$ cat src/design/dbdp_regs.svh
// Purpose: register offsets, field positions, reset values and timing counts
// Assumes: 32-bit avalon slave, word addressed by byte offset
// Notes:   included by bare name
`ifndef DBDP_REGS_SVH
`define DBDP_REGS_SVH

`define DBDP_OFS_CTRL      4'h0
`define DBDP_OFS_CMD       4'h4
`define DBDP_OFS_WDATA     4'h8
`define DBDP_OFS_RDATA     4'hc

`define DBDP_CTRL_RESET    32'h0000_0000
`define DBDP_BIT_WPST_EXT  4
`define DBDP_BIT_ODT_ON    5
`define DBDP_BIT_BL32      6
`define DBDP_BIT_GO        31
`define DBDP_BIT_WRITE     30
`define DBDP_CMD_COL_LSB   0
`define DBDP_CMD_BANK_LSB  10

`define DBDP_STAT_BUSY     0
`define DBDP_STAT_DONE     1

`define DBDP_PREAMBLE_CYC  3'h2
`define DBDP_WR_RECOV_NS   18
`define DBDP_CLK_NS        50
`define DBDP_WR_RECOV_CYC  ((`DBDP_WR_RECOV_NS + `DBDP_CLK_NS - 1) / `DBDP_CLK_NS)
`define DBDP_SKEW_CYC      1
`define DBDP_ODT_ON_LAT    2
`define DBDP_ODT_ON_MIN    1

`endif

$ cat src/design/dbdp_pkg.sv
// Purpose: types shared by the burst data phase controller
// Assumes: nothing beyond dbdp_regs.svh
// Notes:   the package holds types only
package dbdp_pkg;

    typedef enum logic [2:0] {
        DBDP_IDLE = 3'b000,
        DBDP_CMD  = 3'b001,
        DBDP_WAIT = 3'b011,
        DBDP_DATA = 3'b010,
        DBDP_TAIL = 3'b110,
        DBDP_GAP  = 3'b111
    } dbdp_state_t;

    typedef struct packed {
        logic       write;
        logic [2:0] bank;
        logic [9:0] col;
    } dbdp_req_t;

    typedef struct packed {
        logic       dqs;
        logic       dqs_oe;
        logic [7:0] dq;
        logic       dq_oe;
    } dbdp_pins_t;

endpackage : dbdp_pkg

$ cat src/design/dbdp_sync3.sv
// Purpose: three-flop synchroniser with agreement qualifier
// Assumes: one clock domain clk_i
// Notes:   a change counts once the second and third stages agree
`timescale 1ns/10ps
module dbdp_sync3 #(
    parameter int W = 1
) (
    input  wire logic         clk_i,
    input  wire logic         rst_i,
    input  wire logic [W-1:0] d_i,
    output logic      [W-1:0] q_o
);
    logic [W-1:0] s1_r;
    logic [W-1:0] s2_r;
    logic [W-1:0] s3_r;

    always_ff @(posedge clk_i or posedge rst_i) begin
        if (rst_i) begin
            s1_r <= '0;
            s2_r <= '0;
            s3_r <= '0;
            q_o  <= '0;
        end else begin
            s1_r <= d_i;
            s2_r <= s1_r;
            s3_r <= s2_r;
            for (int i = 0; i < W; i++) begin
                if (s2_r[i] == s3_r[i]) begin
                    q_o[i] <= s3_r[i];
                end
            end
        end
    end
endmodule : dbdp_sync3

$ cat src/design/dbdp_clkdiv.sv
// Purpose: link clock divider and enable pulses
// Assumes: DIV even and at least 2
// Notes:   rise_o pulses the cycle the link clock goes high
`timescale 1ns/10ps
module dbdp_clkdiv #(
    parameter int DIV = 4
) (
    input  wire logic clk_i,
    input  wire logic rst_i,
    output logic      ck_o,
    output logic      rise_o,
    output logic      fall_o
);
    localparam int CW = $clog2(DIV);
    logic [CW-1:0] cnt_r;

    initial begin
        if (DIV < 2 || DIV % 2 != 0) $error("dbdp_clkdiv: DIV must be even, >= 2");
    end

    always_ff @(posedge clk_i or posedge rst_i) begin
        if (rst_i) begin
            cnt_r  <= '0;
            ck_o   <= 1'b0;
            rise_o <= 1'b0;
            fall_o <= 1'b0;
        end else begin
            rise_o <= 1'b0;
            fall_o <= 1'b0;
            if (cnt_r == CW'(DIV / 2 - 1)) begin
                cnt_r  <= '0;
                ck_o   <= ~ck_o;
                rise_o <= ~ck_o;
                fall_o <= ck_o;
            end else begin
                cnt_r <= cnt_r + 1'b1;
            end
        end
    end
endmodule : dbdp_clkdiv

$ cat src/design/dbdp_host.sv
// Purpose: host controller for burst read and write data phase on one channel
// Assumes: link clock made here by divider; device strobe sampled by 3 flops
// Notes:   one dq byte lane, one strobe, strobe toggles once per link cycle half
//
// How it works
// - read columns sent as column bits 9:4, low two bits not zeroed
// - read-to-write gap without termination enforced
// - read-to-write gap with termination enforced
// - every read followed by its read-to-write gap, no seamless reads
// - write preamble exactly two link clocks
// - write postamble half or 1.5 clocks
// - write column bits 5:4 driven low
// - first write strobe edge after write delay
// - write strobe launched ahead of data
// - write beat held full half cycle, last beat driven one system clock
// - strobe keeps toggling through write tail only with extended postamble, held low in the half-clock tail
// - write recovery wait before next command
`timescale 1ns/10ps
`include "dbdp_regs.svh"
module dbdp_host #(
    parameter int DIV      = 4,
    parameter int RD_DELAY = 6,
    parameter int WR_DELAY = 4
) (
    input  wire logic        clk_i,
    input  wire logic        rst_i,
    input  wire logic [3:0]  avs_address_i,
    input  wire logic        avs_read_i,
    input  wire logic        avs_write_i,
    input  wire logic [31:0] avs_writedata_i,
    output logic      [31:0] avs_readdata_o,
    output logic             avs_waitrequest_o,
    output logic             ck_o,
    output logic             cs_o,
    output logic [5:0]       ca_o,
    output logic             dqs_o,
    output logic             dqs_oe_o,
    input  wire logic        dqs_i,
    output logic [7:0]       dq_o,
    output logic             dq_oe_o,
    input  wire logic [7:0]  dq_i
);
    initial begin
        if (RD_DELAY < 1 || WR_DELAY < 2 || RD_DELAY > 60 || WR_DELAY > 60)
            $error("dbdp_host: delays out of range");
    end

    ////////////////////////////////////////////////////////////////////////////
    // link clock and pin synchronisers
    logic ck_w;
    logic rise_w;
    logic fall_w;
    logic dqs_s;
    logic [7:0] dq_s;

    dbdp_clkdiv #(.DIV(DIV)) u_div (
        .clk_i  (clk_i),
        .rst_i  (rst_i),
        .ck_o   (ck_w),
        .rise_o (rise_w),
        .fall_o (fall_w)
    );

    dbdp_sync3 #(.W(9)) u_sync (
        .clk_i (clk_i),
        .rst_i (rst_i),
        .d_i   ({dqs_i, dq_i}),
        .q_o   ({dqs_s, dq_s})
    );

    always_ff @(posedge clk_i or posedge rst_i) begin
        if (rst_i) begin
            ck_o <= 1'b0;
        end else begin
            ck_o <= ck_w;
        end
    end

    ////////////////////////////////////////////////////////////////////////////
    // software registers
    logic [31:0]        ctrl_r;
    logic [31:0]        wdata_r;
    logic [31:0]        rdata_r;
    logic               busy_r;
    logic               done_r;
    logic               go_r;
    dbdp_pkg::dbdp_req_t req_r;
    logic               set_done;

    always_ff @(posedge clk_i or posedge rst_i) begin
        if (rst_i) begin
            ctrl_r            <= `DBDP_CTRL_RESET;
            wdata_r           <= '0;
            go_r              <= 1'b0;
            req_r             <= '0;
            avs_readdata_o    <= '0;
            avs_waitrequest_o <= 1'b1;
            done_r            <= 1'b0;
        end else begin
            go_r              <= 1'b0;
            avs_waitrequest_o <= 1'b1;
            if (set_done) begin
                done_r <= 1'b1;
            end
            if ((avs_read_i || avs_write_i) && avs_waitrequest_o) begin
                avs_waitrequest_o <= 1'b0;
                if (avs_write_i) begin
                    if (avs_address_i == `DBDP_OFS_CTRL) begin
                        ctrl_r <= avs_writedata_i;
                    end else if (avs_address_i == `DBDP_OFS_CMD) begin
                        if (!busy_r && avs_writedata_i[`DBDP_BIT_GO]) begin
                            go_r         <= 1'b1;
                            req_r.write  <= avs_writedata_i[`DBDP_BIT_WRITE];
                            req_r.bank   <= avs_writedata_i[`DBDP_CMD_BANK_LSB +: 3];
                            req_r.col    <= avs_writedata_i[`DBDP_CMD_COL_LSB +: 10];
                            if (!set_done) begin
                                done_r <= 1'b0;
                            end
                        end
                    end else if (avs_address_i == `DBDP_OFS_WDATA) begin
                        wdata_r <= avs_writedata_i;
                    end
                end else begin
                    if (avs_address_i == `DBDP_OFS_CTRL) begin
                        avs_readdata_o <= ctrl_r;
                    end else if (avs_address_i == `DBDP_OFS_CMD) begin
                        avs_readdata_o <= {30'h0, done_r, busy_r};
                    end else if (avs_address_i == `DBDP_OFS_RDATA) begin
                        avs_readdata_o <= rdata_r;
                    end else begin
                        avs_readdata_o <= '0;
                    end
                end
            end
        end
    end

    ////////////////////////////////////////////////////////////////////////////
    // burst sequencer, waits and gaps counted in link clock rising edges, write beats and tail on both edges
    dbdp_pkg::dbdp_state_t st_r;
    logic [6:0]  cnt_r;
    logic [5:0]  beat_r;
    logic [5:0]  half_bl;
    logic [6:0]  tail_h;
    logic [6:0]  gap_r;
    logic [6:0]  rtw_nxt;
    logic        ext_post;
    logic        odt_on;
    logic        dqs_d_r;

    assign ext_post = ctrl_r[`DBDP_BIT_WPST_EXT];
    assign odt_on   = ctrl_r[`DBDP_BIT_ODT_ON];
    assign half_bl  = ctrl_r[`DBDP_BIT_BL32] ? 6'd16 : 6'd8;
    assign tail_h   = ext_post ? 7'd2 : 7'd0;
    assign set_done = (st_r == dbdp_pkg::DBDP_GAP) && rise_w && (cnt_r == 7'h0);

    always_comb begin
        if (odt_on) begin
            rtw_nxt = 7'(RD_DELAY + `DBDP_SKEW_CYC + int'(half_bl) + (ext_post ? 1 : 0)
                      - `DBDP_ODT_ON_LAT - `DBDP_ODT_ON_MIN + 1);
        end else begin
            rtw_nxt = 7'(RD_DELAY + `DBDP_SKEW_CYC + int'(half_bl) - WR_DELAY
                      + int'(`DBDP_PREAMBLE_CYC) + (ext_post ? 1 : 0));
        end
    end

    always_ff @(posedge clk_i or posedge rst_i) begin
        if (rst_i) begin
            st_r     <= dbdp_pkg::DBDP_IDLE;
            cnt_r    <= '0;
            beat_r   <= '0;
            gap_r    <= '0;
            busy_r   <= 1'b0;
            cs_o     <= 1'b0;
            ca_o     <= '0;
            dqs_o    <= 1'b0;
            dqs_oe_o <= 1'b0;
            dq_o     <= '0;
            dq_oe_o  <= 1'b0;
            rdata_r  <= '0;
            dqs_d_r  <= 1'b0;
        end else begin
            dqs_d_r <= dqs_s;
            case (st_r)
                dbdp_pkg::DBDP_IDLE: begin
                    dqs_oe_o <= 1'b0;
                    dq_oe_o  <= 1'b0;
                    if (go_r) begin
                        busy_r <= 1'b1;
                        st_r   <= dbdp_pkg::DBDP_CMD;
                    end
                end
                dbdp_pkg::DBDP_CMD: begin
                    if (rise_w) begin
                        cs_o <= 1'b1;
                        // column bits 3:0 never sent writes force 5:4 low
                        ca_o <= req_r.write ? {req_r.col[9:6], 2'b00}
                                            : req_r.col[9:4];
                        cnt_r <= 7'(req_r.write ? WR_DELAY : RD_DELAY);
                        st_r  <= dbdp_pkg::DBDP_WAIT;
                    end
                end
                dbdp_pkg::DBDP_WAIT: begin
                    // preamble starts two clocks before first latching edge
                    if (req_r.write && fall_w && cnt_r == 7'(`DBDP_PREAMBLE_CYC)) begin
                        dqs_oe_o <= 1'b1;
                        dqs_o    <= 1'b0;
                    end
                    if (rise_w) begin
                        cs_o <= 1'b0;
                        cnt_r <= cnt_r - 1'b1;
                        if (cnt_r == 7'h1) begin
                            beat_r <= '0;
                            st_r   <= dbdp_pkg::DBDP_DATA;
                        end
                    end
                end
                dbdp_pkg::DBDP_DATA: begin
                    if (req_r.write) begin
                        if (rise_w || fall_w) begin
                            dqs_o   <= fall_w;
                            dq_oe_o <= 1'b1;
                            dq_o    <= wdata_r[8*beat_r[1:0] +: 8];
                            beat_r  <= beat_r + 1'b1;
                            if (beat_r == 6'(2 * half_bl - 1)) begin
                                cnt_r <= tail_h;
                                st_r  <= dbdp_pkg::DBDP_TAIL;
                            end
                        end
                    end else if (dqs_s != dqs_d_r) begin
                        if (beat_r < 6'h4) begin
                            rdata_r[8*beat_r[1:0] +: 8] <= dq_s;
                        end
                        beat_r <= beat_r + 1'b1;
                        if (beat_r == 6'(2 * half_bl - 1)) begin
                            cnt_r <= 7'h0;
                            st_r  <= dbdp_pkg::DBDP_TAIL;
                        end
                    end
                end
                dbdp_pkg::DBDP_TAIL: begin
                    dq_oe_o <= 1'b0;
                    if (!req_r.write) begin
                        gap_r <= rtw_nxt;
                        cnt_r <= rtw_nxt;
                        st_r  <= dbdp_pkg::DBDP_GAP;
                    end else if (rise_w || fall_w) begin
                        if (cnt_r == 7'h0) begin
                            dqs_oe_o <= 1'b0;
                            dqs_o    <= 1'b0;
                            cnt_r    <= 7'(`DBDP_WR_RECOV_CYC + 1);
                            st_r     <= dbdp_pkg::DBDP_GAP;
                        end else begin
                            dqs_o <= fall_w;
                            cnt_r <= cnt_r - 1'b1;
                        end
                    end
                end
                dbdp_pkg::DBDP_GAP: begin
                    dqs_oe_o <= 1'b0;
                    if (rise_w) begin
                        if (cnt_r == 7'h0) begin
                            busy_r <= 1'b0;
                            st_r   <= dbdp_pkg::DBDP_IDLE;
                        end else begin
                            cnt_r <= cnt_r - 1'b1;
                        end
                    end
                end
                default: begin
                    st_r <= dbdp_pkg::DBDP_IDLE;
                end
            endcase
        end
    end
endmodule : dbdp_host

$ cat config.mk
export PLATFORM = sky130hd
export DESIGN_NAME = dbdp_host
export DESIGN_NICKNAME = d
export VERILOG_FILES = /design/src/design/dbdp_pkg.sv /design/src/design/dbdp_sync3.sv /design/src/design/dbdp_clkdiv.sv /design/src/design/dbdp_host.sv
export VERILOG_INCLUDE_DIRS = /design/src /design/src/design
export SDC_FILE = /design/constraint.sdc
export NUM_CORES = 1
export LEC_CHECK = 0
export BUFFER_PORTS_ARGS = -buffer_cell sky130_fd_sc_hd__buf_2
export CELL_PAD_IN_SITES_DETAIL_PLACEMENT = 0
export CELL_PAD_IN_SITES_GLOBAL_PLACEMENT = 1
export CORE_AREA = 4 4 160 131
export CTS_BUF_LIST = sky130_fd_sc_hd__clkbuf_16
export DETAILED_ROUTE_END_ITERATION = 16
export DIE_AREA = 0 0 164 135
export GPL_TIMING_DRIVEN = 0
export PLACE_DENSITY_LB_ADDON = 0.1
export REMOVE_ABC_BUFFERS = 1
export SKIP_LAST_GASP = 1
export SLEW_MARGIN = 40
export SYNTH_ARGS = -nofsm -noshare
export SYNTH_HDL_FRONTEND = slang
export SYNTH_SLANG_ARGS = --single-unit
export TNS_END_PERCENT = 20
$ cat constraint.sdc
create_clock -name clk_i -period 9.85 [get_ports clk_i]
set_input_delay 1.97 -clock clk_i [delete_from_list [all_inputs] [get_ports clk_i]]
set_output_delay 1.97 -clock clk_i [all_outputs]
set_load 0.005 [all_outputs]
Yosys cells after proc, flatten, opt, wreduce, memory -nomap -nowiden. Index checks and enable logic that the tools add are counted.

Bits in registers: 220. Input bits: 49. Output and inout port bits: 52. Word-level logic and storage cells: 215.

Add/subtract/negate cells: 13. Order comparisons: 1. Equal/unequal tests: 40. Shift operators: 3. Muxes and demuxes: 80. Bitwise logic cells: 5. Reductions and logical operators: 36.

Operators by type and width (number): $mux W32 (3); $mux W7 (13); $mux W3 (13); $pmux W7 S5 (1); $neg A5 Y34 (1); $shift A8 B34 Y32 const A (1); $shiftx A8 B34 Y32 (1); $bwmux W32 (1); $mux W1 (32); $shiftx A32 B6 Y8 (1); $mux W6 (5); $ne A2 B2 Y1 const B (10); $reduce_and A5 Y1 (4); $pmux W3 S6 (1); $ne A3 B3 Y1 const B (4); $pmux W6 S2 (1); $reduce_and A3 Y1 (4); $reduce_and A10 Y1 (1); $eq A1 B1 Y1 (9); $reduce_and A9 Y1 (1); $eq A4 B4 Y1 const B (2); $mux W2 (4); $ne A2 B1 Y1 const B (4); $reduce_and A4 Y1 (2); 38 further kinds (59).

Logic depth before layout (Yosys ltp). Gate-level depths: netlist (run 1).

Depth in word-level cells: 10. Depth in mapped cells: 8. Gate-level depth less buffers: 7.

Cells and area by module. Synthesis (run 1) repeated with hierarchy kept, for this count alone.

Cell total of the unflattened synthesis: 722. Area total of the unflattened synthesis: 8958.6 um^2.

Modules (own cells, without submodules): dbdp_host (instances 1, cells an instance 663, area each 7772.5 um^2, sequential area each 4380.5 um^2); dbdp_sync3 (instances 1, cells an instance 46, area each 1006.0 um^2, sequential area each 900.9 um^2); dbdp_clkdiv (instances 1, cells an instance 13, area each 180.2 um^2, sequential area each 125.1 um^2).

Least setup slack after synthesis (run 1). OpenSTA, ideal clock, no wires.

Kind: input to register. Start: input avs_address_i[3]. End: register ctrl_r[10]. Library setup time: 0.125 ns. Data arrival time: 3.382 ns. Required time: 9.725 ns. Path slack: 6.343 ns. Stages on the path: 6. Buffers on the path: 3. Path through: clkbuf_1 nor4_1 and3_1 buf_2 buf_2 mux2_2.

Cells in the longest elaborated chain, start to end: 2.

Ends and longest elaborated chain: start, declared (line dbdp_host.sv:27) `input wire logic [3:0] avs_address_i,`; $logic_not A4 Y1 (no source line); $reduce_and A3 Y1 (no source line); end signal, assigned (line dbdp_host.sv:92) `` ctrl_r <= `DBDP_CTRL_RESET; ``; end signal, assigned (line dbdp_host.sv:109) `ctrl_r <= avs_writedata_i;`; end, declared (line dbdp_host.sv:81) `logic [31:0] ctrl_r;`.

No other way between the ends. A chain may end at the register's enable or synchronous reset.

Worst setup path after layout (run 1).
Start: input avs_address_i[1]. End: register ctrl_r[14].

Same word-level chain as after synthesis.

==> results of run 1 <==
## where the power goes
part	leakage (uW)	switching, uW	internal (uW)
clock	0.000347	325	443
sequential	0.00280	160	1040
combinational	0.00174	291	255
total	0.00488	776	1740
## final cells by class
| class | instances | area [um^2] |
|---|---|---|
| Multi-Input combinational cell | 468 | 3320 |
| Tap cell | 264 | 330 |
| Timing Repair Buffer | 123 | 707 |
| Clock inverter | 14 | 80.1 |
| Clock buffer | 23 | 576 |
| Sequential cell | 216 | 5410 |
| Fill cell | 1705 | 8960 |
| Inverter | 19 | 78.8 |
## per-layer routing
metal	global-route usage	up-vias	part of all wire
li1	-	2864	-
met1	0.300	3035	0.48
met2	0.295	154	0.45
met3	0.0293	30	0.051
met4	0.0401	0	0.017
met5	0	-	0
## registers in the layout (all words and copies together), names as in the netlist, 2 cells and up
name	cells
avs_readdata_o	32
wdata_r	32
ca_o	6
u_sync.s2_r	9
beat_r	6
cnt_r	7
u_sync.q_o	9
dq_o	8
u_sync.s3_r	9
rdata_r	32
u_div.cnt_r	2
st_r	3
u_sync.s1_r	9
req_r	7
ctrl_r	32
## layout by cell type, fill, tap and decap left out, drive strengths merged, types with 4 or more instances in the layout
cell / Yosys / layout
dfrtp: 215 / 215
buf: 16 / 123
nand2: 122 / 122
o21ai: 84 / 84
mux2: 82 / 82
a22oi: 30 / 30
inv: 19 / 26
clkbuf: 25 / 23
a21oi: 17 / 17
nor2: 17 / 17
nand3: 9 / 9
maj3: 9 / 9
nor3: 9 / 9
mux4: 8 / 8
ha: 8 / 8
clkinv: 0 / 6
nand2b: 5 / 5
nor3b: 5 / 5
nand3b: 4 / 4
mux2i: 4 / 4
a31oi: 4 / 4
nor2b: 4 / 4
nand4: 4 / 4
o22ai: 4 / 4
nor4: 4 / 4
## metrics by stage
| stage | utilization | hold WS (ns) | setup TNS (ns) |
|---|---|---|---|
| after floorplan | - | 0.331 | 0 |
| after global placement | 0.492 | 0.332 | -45.13 |
| after detailed placement | 0.505 | 0.335 | 0 |
| after CTS | 0.539 | 0.346 | 0 |
| after global routing | 0.540 | 0.350 | 0 |
| final | 0.540 | 0.342 | 0 |
## critical path, cell delays in order
cell and delay (ns):
buf_2 0.13, nor4_2 0.50, and3_4 0.64, mux2_2 0.40
## worst max-delay path by stage
stage,start,to,slack (ns)
after global routing,avs_address_i[1],ctrl_r[14],6.45
after detailed placement,avs_address_i[1],ctrl_r[27],6.03
after CTS,avs_address_i[1],ctrl_r[15],6.55
after floorplan,rst_i,avs_readdata_o[0],1.97
after global placement,rst_i,ca_o[4],-0.24
final,avs_address_i[1],ctrl_r[14],6.55
## logic make-up (layout without fill, tap and decap cells)
logic type               Yosys count  in the layout
multiplexers                      94             94
AND/OR/NAND/NOR                  191            191
buffers and inverters             60            179
flip-flops                       216            216
AO/OA/AOI/OAI                    163            163
adder cells (fa/ha/maj)           17             17
XOR/XNOR                           3              3
==> impl_metrics.env, run 1 <==
export IMPL_status="complete, no violations"
export IMPL_synth_warnings=0
export IMPL_muxShareOfSynthArea=0.128
export IMPL_netlist_area_leader_share=0.601
export IMPL_postCtsSetupBuffers=0
export IMPL_layout_nets=908
export IMPL_setup_viol=0
export IMPL_reg2reg_depth=6
export IMPL_cp_arrival_ns=3.67
export IMPL_drv_cap=0
export IMPL_cts_resized=0
export IMPL_holdPathEnd="u_sync.s2_r[0]"
export IMPL_end_kind="flip-flop"
export IMPL_gp_congestion=0.841
export IMPL_critPathLaunchType="input port"
export IMPL_dr_pass1_iters=4
export IMPL_grt_pass1_wl_um=34100
export IMPL_die_h_um=135
export IMPL_avgSynthCellArea_um2=12.0
export IMPL_wire_per_inst_um=18.7
export IMPL_skew_ns=0.00978
export IMPL_wirelength_um=21000
export IMPL_dpl_cell_area_um2=9830
export IMPL_reg2reg_to="cnt_r[1]"
export IMPL_vias=6083
export IMPL_io_pins=101
export IMPL_antenna_found_initial=0
export IMPL_std_cell_rows=46
export IMPL_period_share=0.335
export IMPL_synth_xor_area_frac=0.00294
export IMPL_cts_clk_slew_worst_paths_ns=0.06
export IMPL_die_x_um=164
export IMPL_ys_flop_type="dfrtp_1"
export IMPL_grt_pass1_vias=6133
export IMPL_synth_seq_cells=216
export IMPL_overflow=0
export IMPL_yosysMostFrequentCell="dfrtp_1"
export IMPL_maxSlewHeadroom=0.529
export IMPL_synthTopCellsByArea="dfrtp_1 (60%), mux2_2 (10%), nand2_1 (4.9%), o21ai_0 (2.9%), a22oi_1 (2.5%)"
export IMPL_synth_seq_area_share=0.604
export IMPL_power_density_nw_per_um2=240
export IMPL_max_freq_ghz=0.303
export IMPL_synth_edf_count=0
export IMPL_final_cells=1127
export IMPL_cts_max_path_buffers=3
export IMPL_synth_area_um2=8950
export IMPL_insertion_delay_ns=0.50
export IMPL_synth_top_family_by_area="multiplexers"
export IMPL_hold_violations=0
export IMPL_htreeDepth=1
export IMPL_hpwlAfterDp_um=14700
export IMPL_synth_area_leader_cell="dfrtp_1"
export IMPL_post_place_ws_ns=6.03
export IMPL_crit_path_max_fanout=33
export IMPL_synthAdderAreaFrac=0.0212
export IMPL_critPathRequiredTime_ns=10.22
export IMPL_drtIter0Drc=440
export IMPL_worstMarginPinSlew_ns=0.705
export IMPL_post_route_drc_count=0
export IMPL_ff2ff_setup_slack_ns=7.16
export IMPL_coreArea_um2=19500
export IMPL_critical_path_class="input port to flip-flop"
export IMPL_postSynthCellCount=744
export IMPL_p_leak_uw=0.00488
export IMPL_gr_usage_all_layers=0.195
export IMPL_worstHoldPathCells=0
export IMPL_final_cell_area_um2=10500
export IMPL_min_from="u_sync.s1_r[0]"
export IMPL_r2r_start="beat_r[1]"
export IMPL_diodes=0
export IMPL_via_per_inst=5.40
export IMPL_port_buffers=100
export IMPL_hold_buffers=0
export IMPL_synth_compound_area_share=0.114
export IMPL_cts_tree="done"
export IMPL_grt_max_degree=82
export IMPL_cts_sinks=216
export IMPL_hold_path_class="flip-flop to flip-flop"
export IMPL_synth_simple_area_share=0.0983
export IMPL_ir_worst_vdd_uv=118
export IMPL_finalWorstSetupSlack_ns=6.55
export IMPL_slew_viol_final=0
export IMPL_async_flop_share=1.00
export IMPL_cts_buffers=23
export IMPL_post_place_cells=1090
export IMPL_fin_crit_ns=3.30
export IMPL_cts_root_buf="clkbuf_16"
export IMPL_area_growth_pct=17.3
export IMPL_initial_core_util=0.460
export IMPL_power_uw=2520
export IMPL_synthTopCellsByCount="dfrtp_1 (215), nand2_1 (117), mux2_2 (82)"
export IMPL_final_layout_size_suffix_gt1_frac=0.311
export IMPL_die_area_um2=22100
export IMPL_grt_setup_unrepaired="false"
export IMPL_ant_nets=0
export IMPL_synth_distinct_cells=58
Note: power is estimated with default switching activity, not from simulation.
==> run 2, diff against run 1 <==
--- a/config.mk
+++ b/config.mk
@@ -9,10 +9,10 @@
 export BUFFER_PORTS_ARGS = -buffer_cell sky130_fd_sc_hd__buf_2
 export CELL_PAD_IN_SITES_DETAIL_PLACEMENT = 0
 export CELL_PAD_IN_SITES_GLOBAL_PLACEMENT = 1
-export CORE_AREA = 4 4 160 131
+export CORE_AREA = 4 4 169 138
 export CTS_BUF_LIST = sky130_fd_sc_hd__clkbuf_16
 export DETAILED_ROUTE_END_ITERATION = 16
-export DIE_AREA = 0 0 164 135
+export DIE_AREA = 0 0 173 142
 export GPL_TIMING_DRIVEN = 0
 export PLACE_DENSITY_LB_ADDON = 0.1
 export REMOVE_ABC_BUFFERS = 1
==> constraint.sdc (replaced) <==
create_clock -name clk_i -period 2.7 [get_ports clk_i]
set_input_delay 0.54 -clock clk_i [delete_from_list [all_inputs] [get_ports clk_i]]
set_output_delay 0.54 -clock clk_i [all_outputs]
set_load 0.005 [all_outputs]
==> run 2 against run 1 <==
Via count decreased by 1.4%. Utilization shrank 4.4 points. Largest cell class unchanged. Sequential share of layout area is 0.71 points lower. Register-to-register slack got worse by 7.0 ns. Global-route usage is 1.2 points lower. Clock skew rose by 0.0036 ns. Highest routed layer unchanged. Routed wire length up 5.3%.
==> impl_metrics.env, run 2 (synthesis gave the netlist of run 1 again) <==
export IMPL_htreeDepth=1
export IMPL_grt_pass1_vias=6241
export IMPL_postCtsSetupBuffers=0
export IMPL_ir_worst_vdd_uv=439
export IMPL_p_sw_uw=2940
export IMPL_critPathRequiredTime_ns=3.08
export IMPL_min_from="dq_i[6]"
export IMPL_most_common_layout_cells="dfrtp_1 (211), nand2_1 (117), buf_2 (106)"
export IMPL_crit_start="st_r[2]"
export IMPL_area_growth_pct=18.9
export IMPL_via_per_inst=5.23
export IMPL_diodes=0
export IMPL_post_place_cells=1104
export IMPL_gp_congestion=0.847
export IMPL_tns_ns=0
export IMPL_fin_util=0.495
export IMPL_power_frac_seq=0.464
export IMPL_hpwlAfterDp_um=15600
export IMPL_hold_violations=0
export IMPL_cp_arrival_ns=2.88
export IMPL_cts_sinks=216
export IMPL_vias=5996
export IMPL_wire_per_inst_um=19.3
export IMPL_critPathLaunchType="flip-flop"
export IMPL_p_clk_frac=0.328
export IMPL_max_freq_ghz=0.401
export IMPL_gr_usage_all_layers=0.182
export IMPL_swShare=0.309
export IMPL_std_cell_rows=48
export IMPL_cts_max_path_buffers=3
export IMPL_fillCellCount=1941
export IMPL_final_layout_size_suffix_gt1_frac=0.321
export IMPL_fin_crit_ns=2.50
export IMPL_dpl_cell_area_um2=9890
export IMPL_status="complete, no violations"
export IMPL_die_area_um2=24600
export IMPL_p_leak_uw=0.00494
export IMPL_setup_viol=0
export IMPL_cts_root_buf="clkbuf_16"
export IMPL_final_cell_area_um2=10600
export IMPL_skew_ns=0.0134
export IMPL_grt_setup_unrepaired="false"
export IMPL_pwr_share_comb=0.208
export IMPL_slew_viol_final=0
export IMPL_port_buffers=100
export IMPL_power_density_nw_per_um2=892
export IMPL_critical_path_class="flip-flop to flip-flop"
export IMPL_final_common_cell="dfrtp_1"
export IMPL_cts_clk_slew_worst_paths_ns=0.06
export IMPL_maxSlewHeadroom=0.467
export IMPL_hold_path_class="input port to flip-flop"
export IMPL_drv_cap=0
export IMPL_cts_tree="done"
export IMPL_drtIter0Drc=337
export IMPL_post_route_drc_count=0
export IMPL_crit_path_max_fanout=19
export IMPL_die_x_um=173
export IMPL_grt_max_degree=75
export IMPL_antenna_found_initial=0
export IMPL_overflow=0
export IMPL_dr_pass1_iters=4
export IMPL_io_pins=101
export IMPL_worstMarginPinSlew_ns=0.799
export IMPL_grt_pass1_wl_um=35800
export IMPL_coreArea_um2=21500
export IMPL_layout_nets=912
export IMPL_final_cells=1146
export IMPL_initial_core_util=0.416
export IMPL_r2r_start="st_r[2]"
export IMPL_period_share=0.924
export IMPL_insertion_delay_ns=0.50
export IMPL_wirelength_um=22100
export IMPL_end_kind="flip-flop"
export IMPL_p_int_uw=6560
export IMPL_ant_nets=0
export IMPL_cts_buffers=23
export IMPL_die_h_um=142
-- run 2: cell types whose count changed in the layout (fill, tap and decap cells not counted), moves of 2 or more --
| cell | delta |
|---|---|
| bufinv_16 | +2 |
| clkinv_2 | +3 |
| buf_6 | -2 |
| inv_1 | -3 |
| buf_4 | +4 |
-- run 2: worst paths after layout --
check,to,depth (start not counted),slack (ns)
min,u_sync.s1_r[6],1,0.15
max,cnt_r[1],5,0.20
min reg2reg,u_sync.s2_r[8],0,0.35
max reg2reg,cnt_r[1],5,0.20
max in group asynchronous,beat_r[0],5,1.22
min in group asynchronous,avs_readdata_o[4],3,0.55
-- run 2: metrics by stage --
stage / hold WS, ns / setup WS, ns / power, uW
final: 0.152 / 0.204 / 9500
after global routing: 0.127 / 0.00404 / 10100
after CTS: 0.134 / -0.0300 / 9600
after detailed placement: 0.335 / -0.0147 / 6450
after global placement: 0.332 / -6.07 / 6270
after floorplan: 0.331 / -3.75 / 5620
-- run 2: area by class of cell --
cell class,instances,area (um^2),area share
clock buffer,23,576,0.0541
clock inverter,18,165,0.0155
inverter,19,78.8,0.00740
multi-input combinational,468,3300,0.310
sequential,216,5410,0.508
tap,275,344,0.0323
timing repair buffer,127,767,0.0720
-- run 2: power by group through the flow --
| stage | clock [uW] | sequential (uW) | combinational (uW) |
|---|---|---|---|
| 3_5_place_dp | 0 | 4460 | 1990 |
| 6_report | 3120 | 4410 | 1980 |
| 5_1_grt | 3350 | 4490 | 2220 |
| 4_1_cts | 3200 | 4410 | 2000 |
| 3_3_place_gp | 0 | 4430 | 1840 |
| 2_1_floorplan | 0 | 4240 | 1380 |
-- run 2: per-layer routing --
metal	part of all wire	wire length (um)	GRT usage
met4	0.017	368	0.0374
met2	0.43	9570	0.277
met5	0	0	0
met3	0.055	1220	0.0375
met1	0.50	11000	0.274
-- run 2: critical path: stages (launching register included) --
cell and delay (ns):
dfrtp_1 0.75, or3b_1 0.43, nand2_1 0.15, o32ai_2 0.74
a221oi_1 0.10, a21o_1 0.20
-- run 2: repair_timing --
item / in CTS / in global routing
endpoints found under the hold margin: 23 / 0
setup endpoints to repair: 11 / 5
hold buffers: 1 / 0
gates resized for setup: 1 / 1
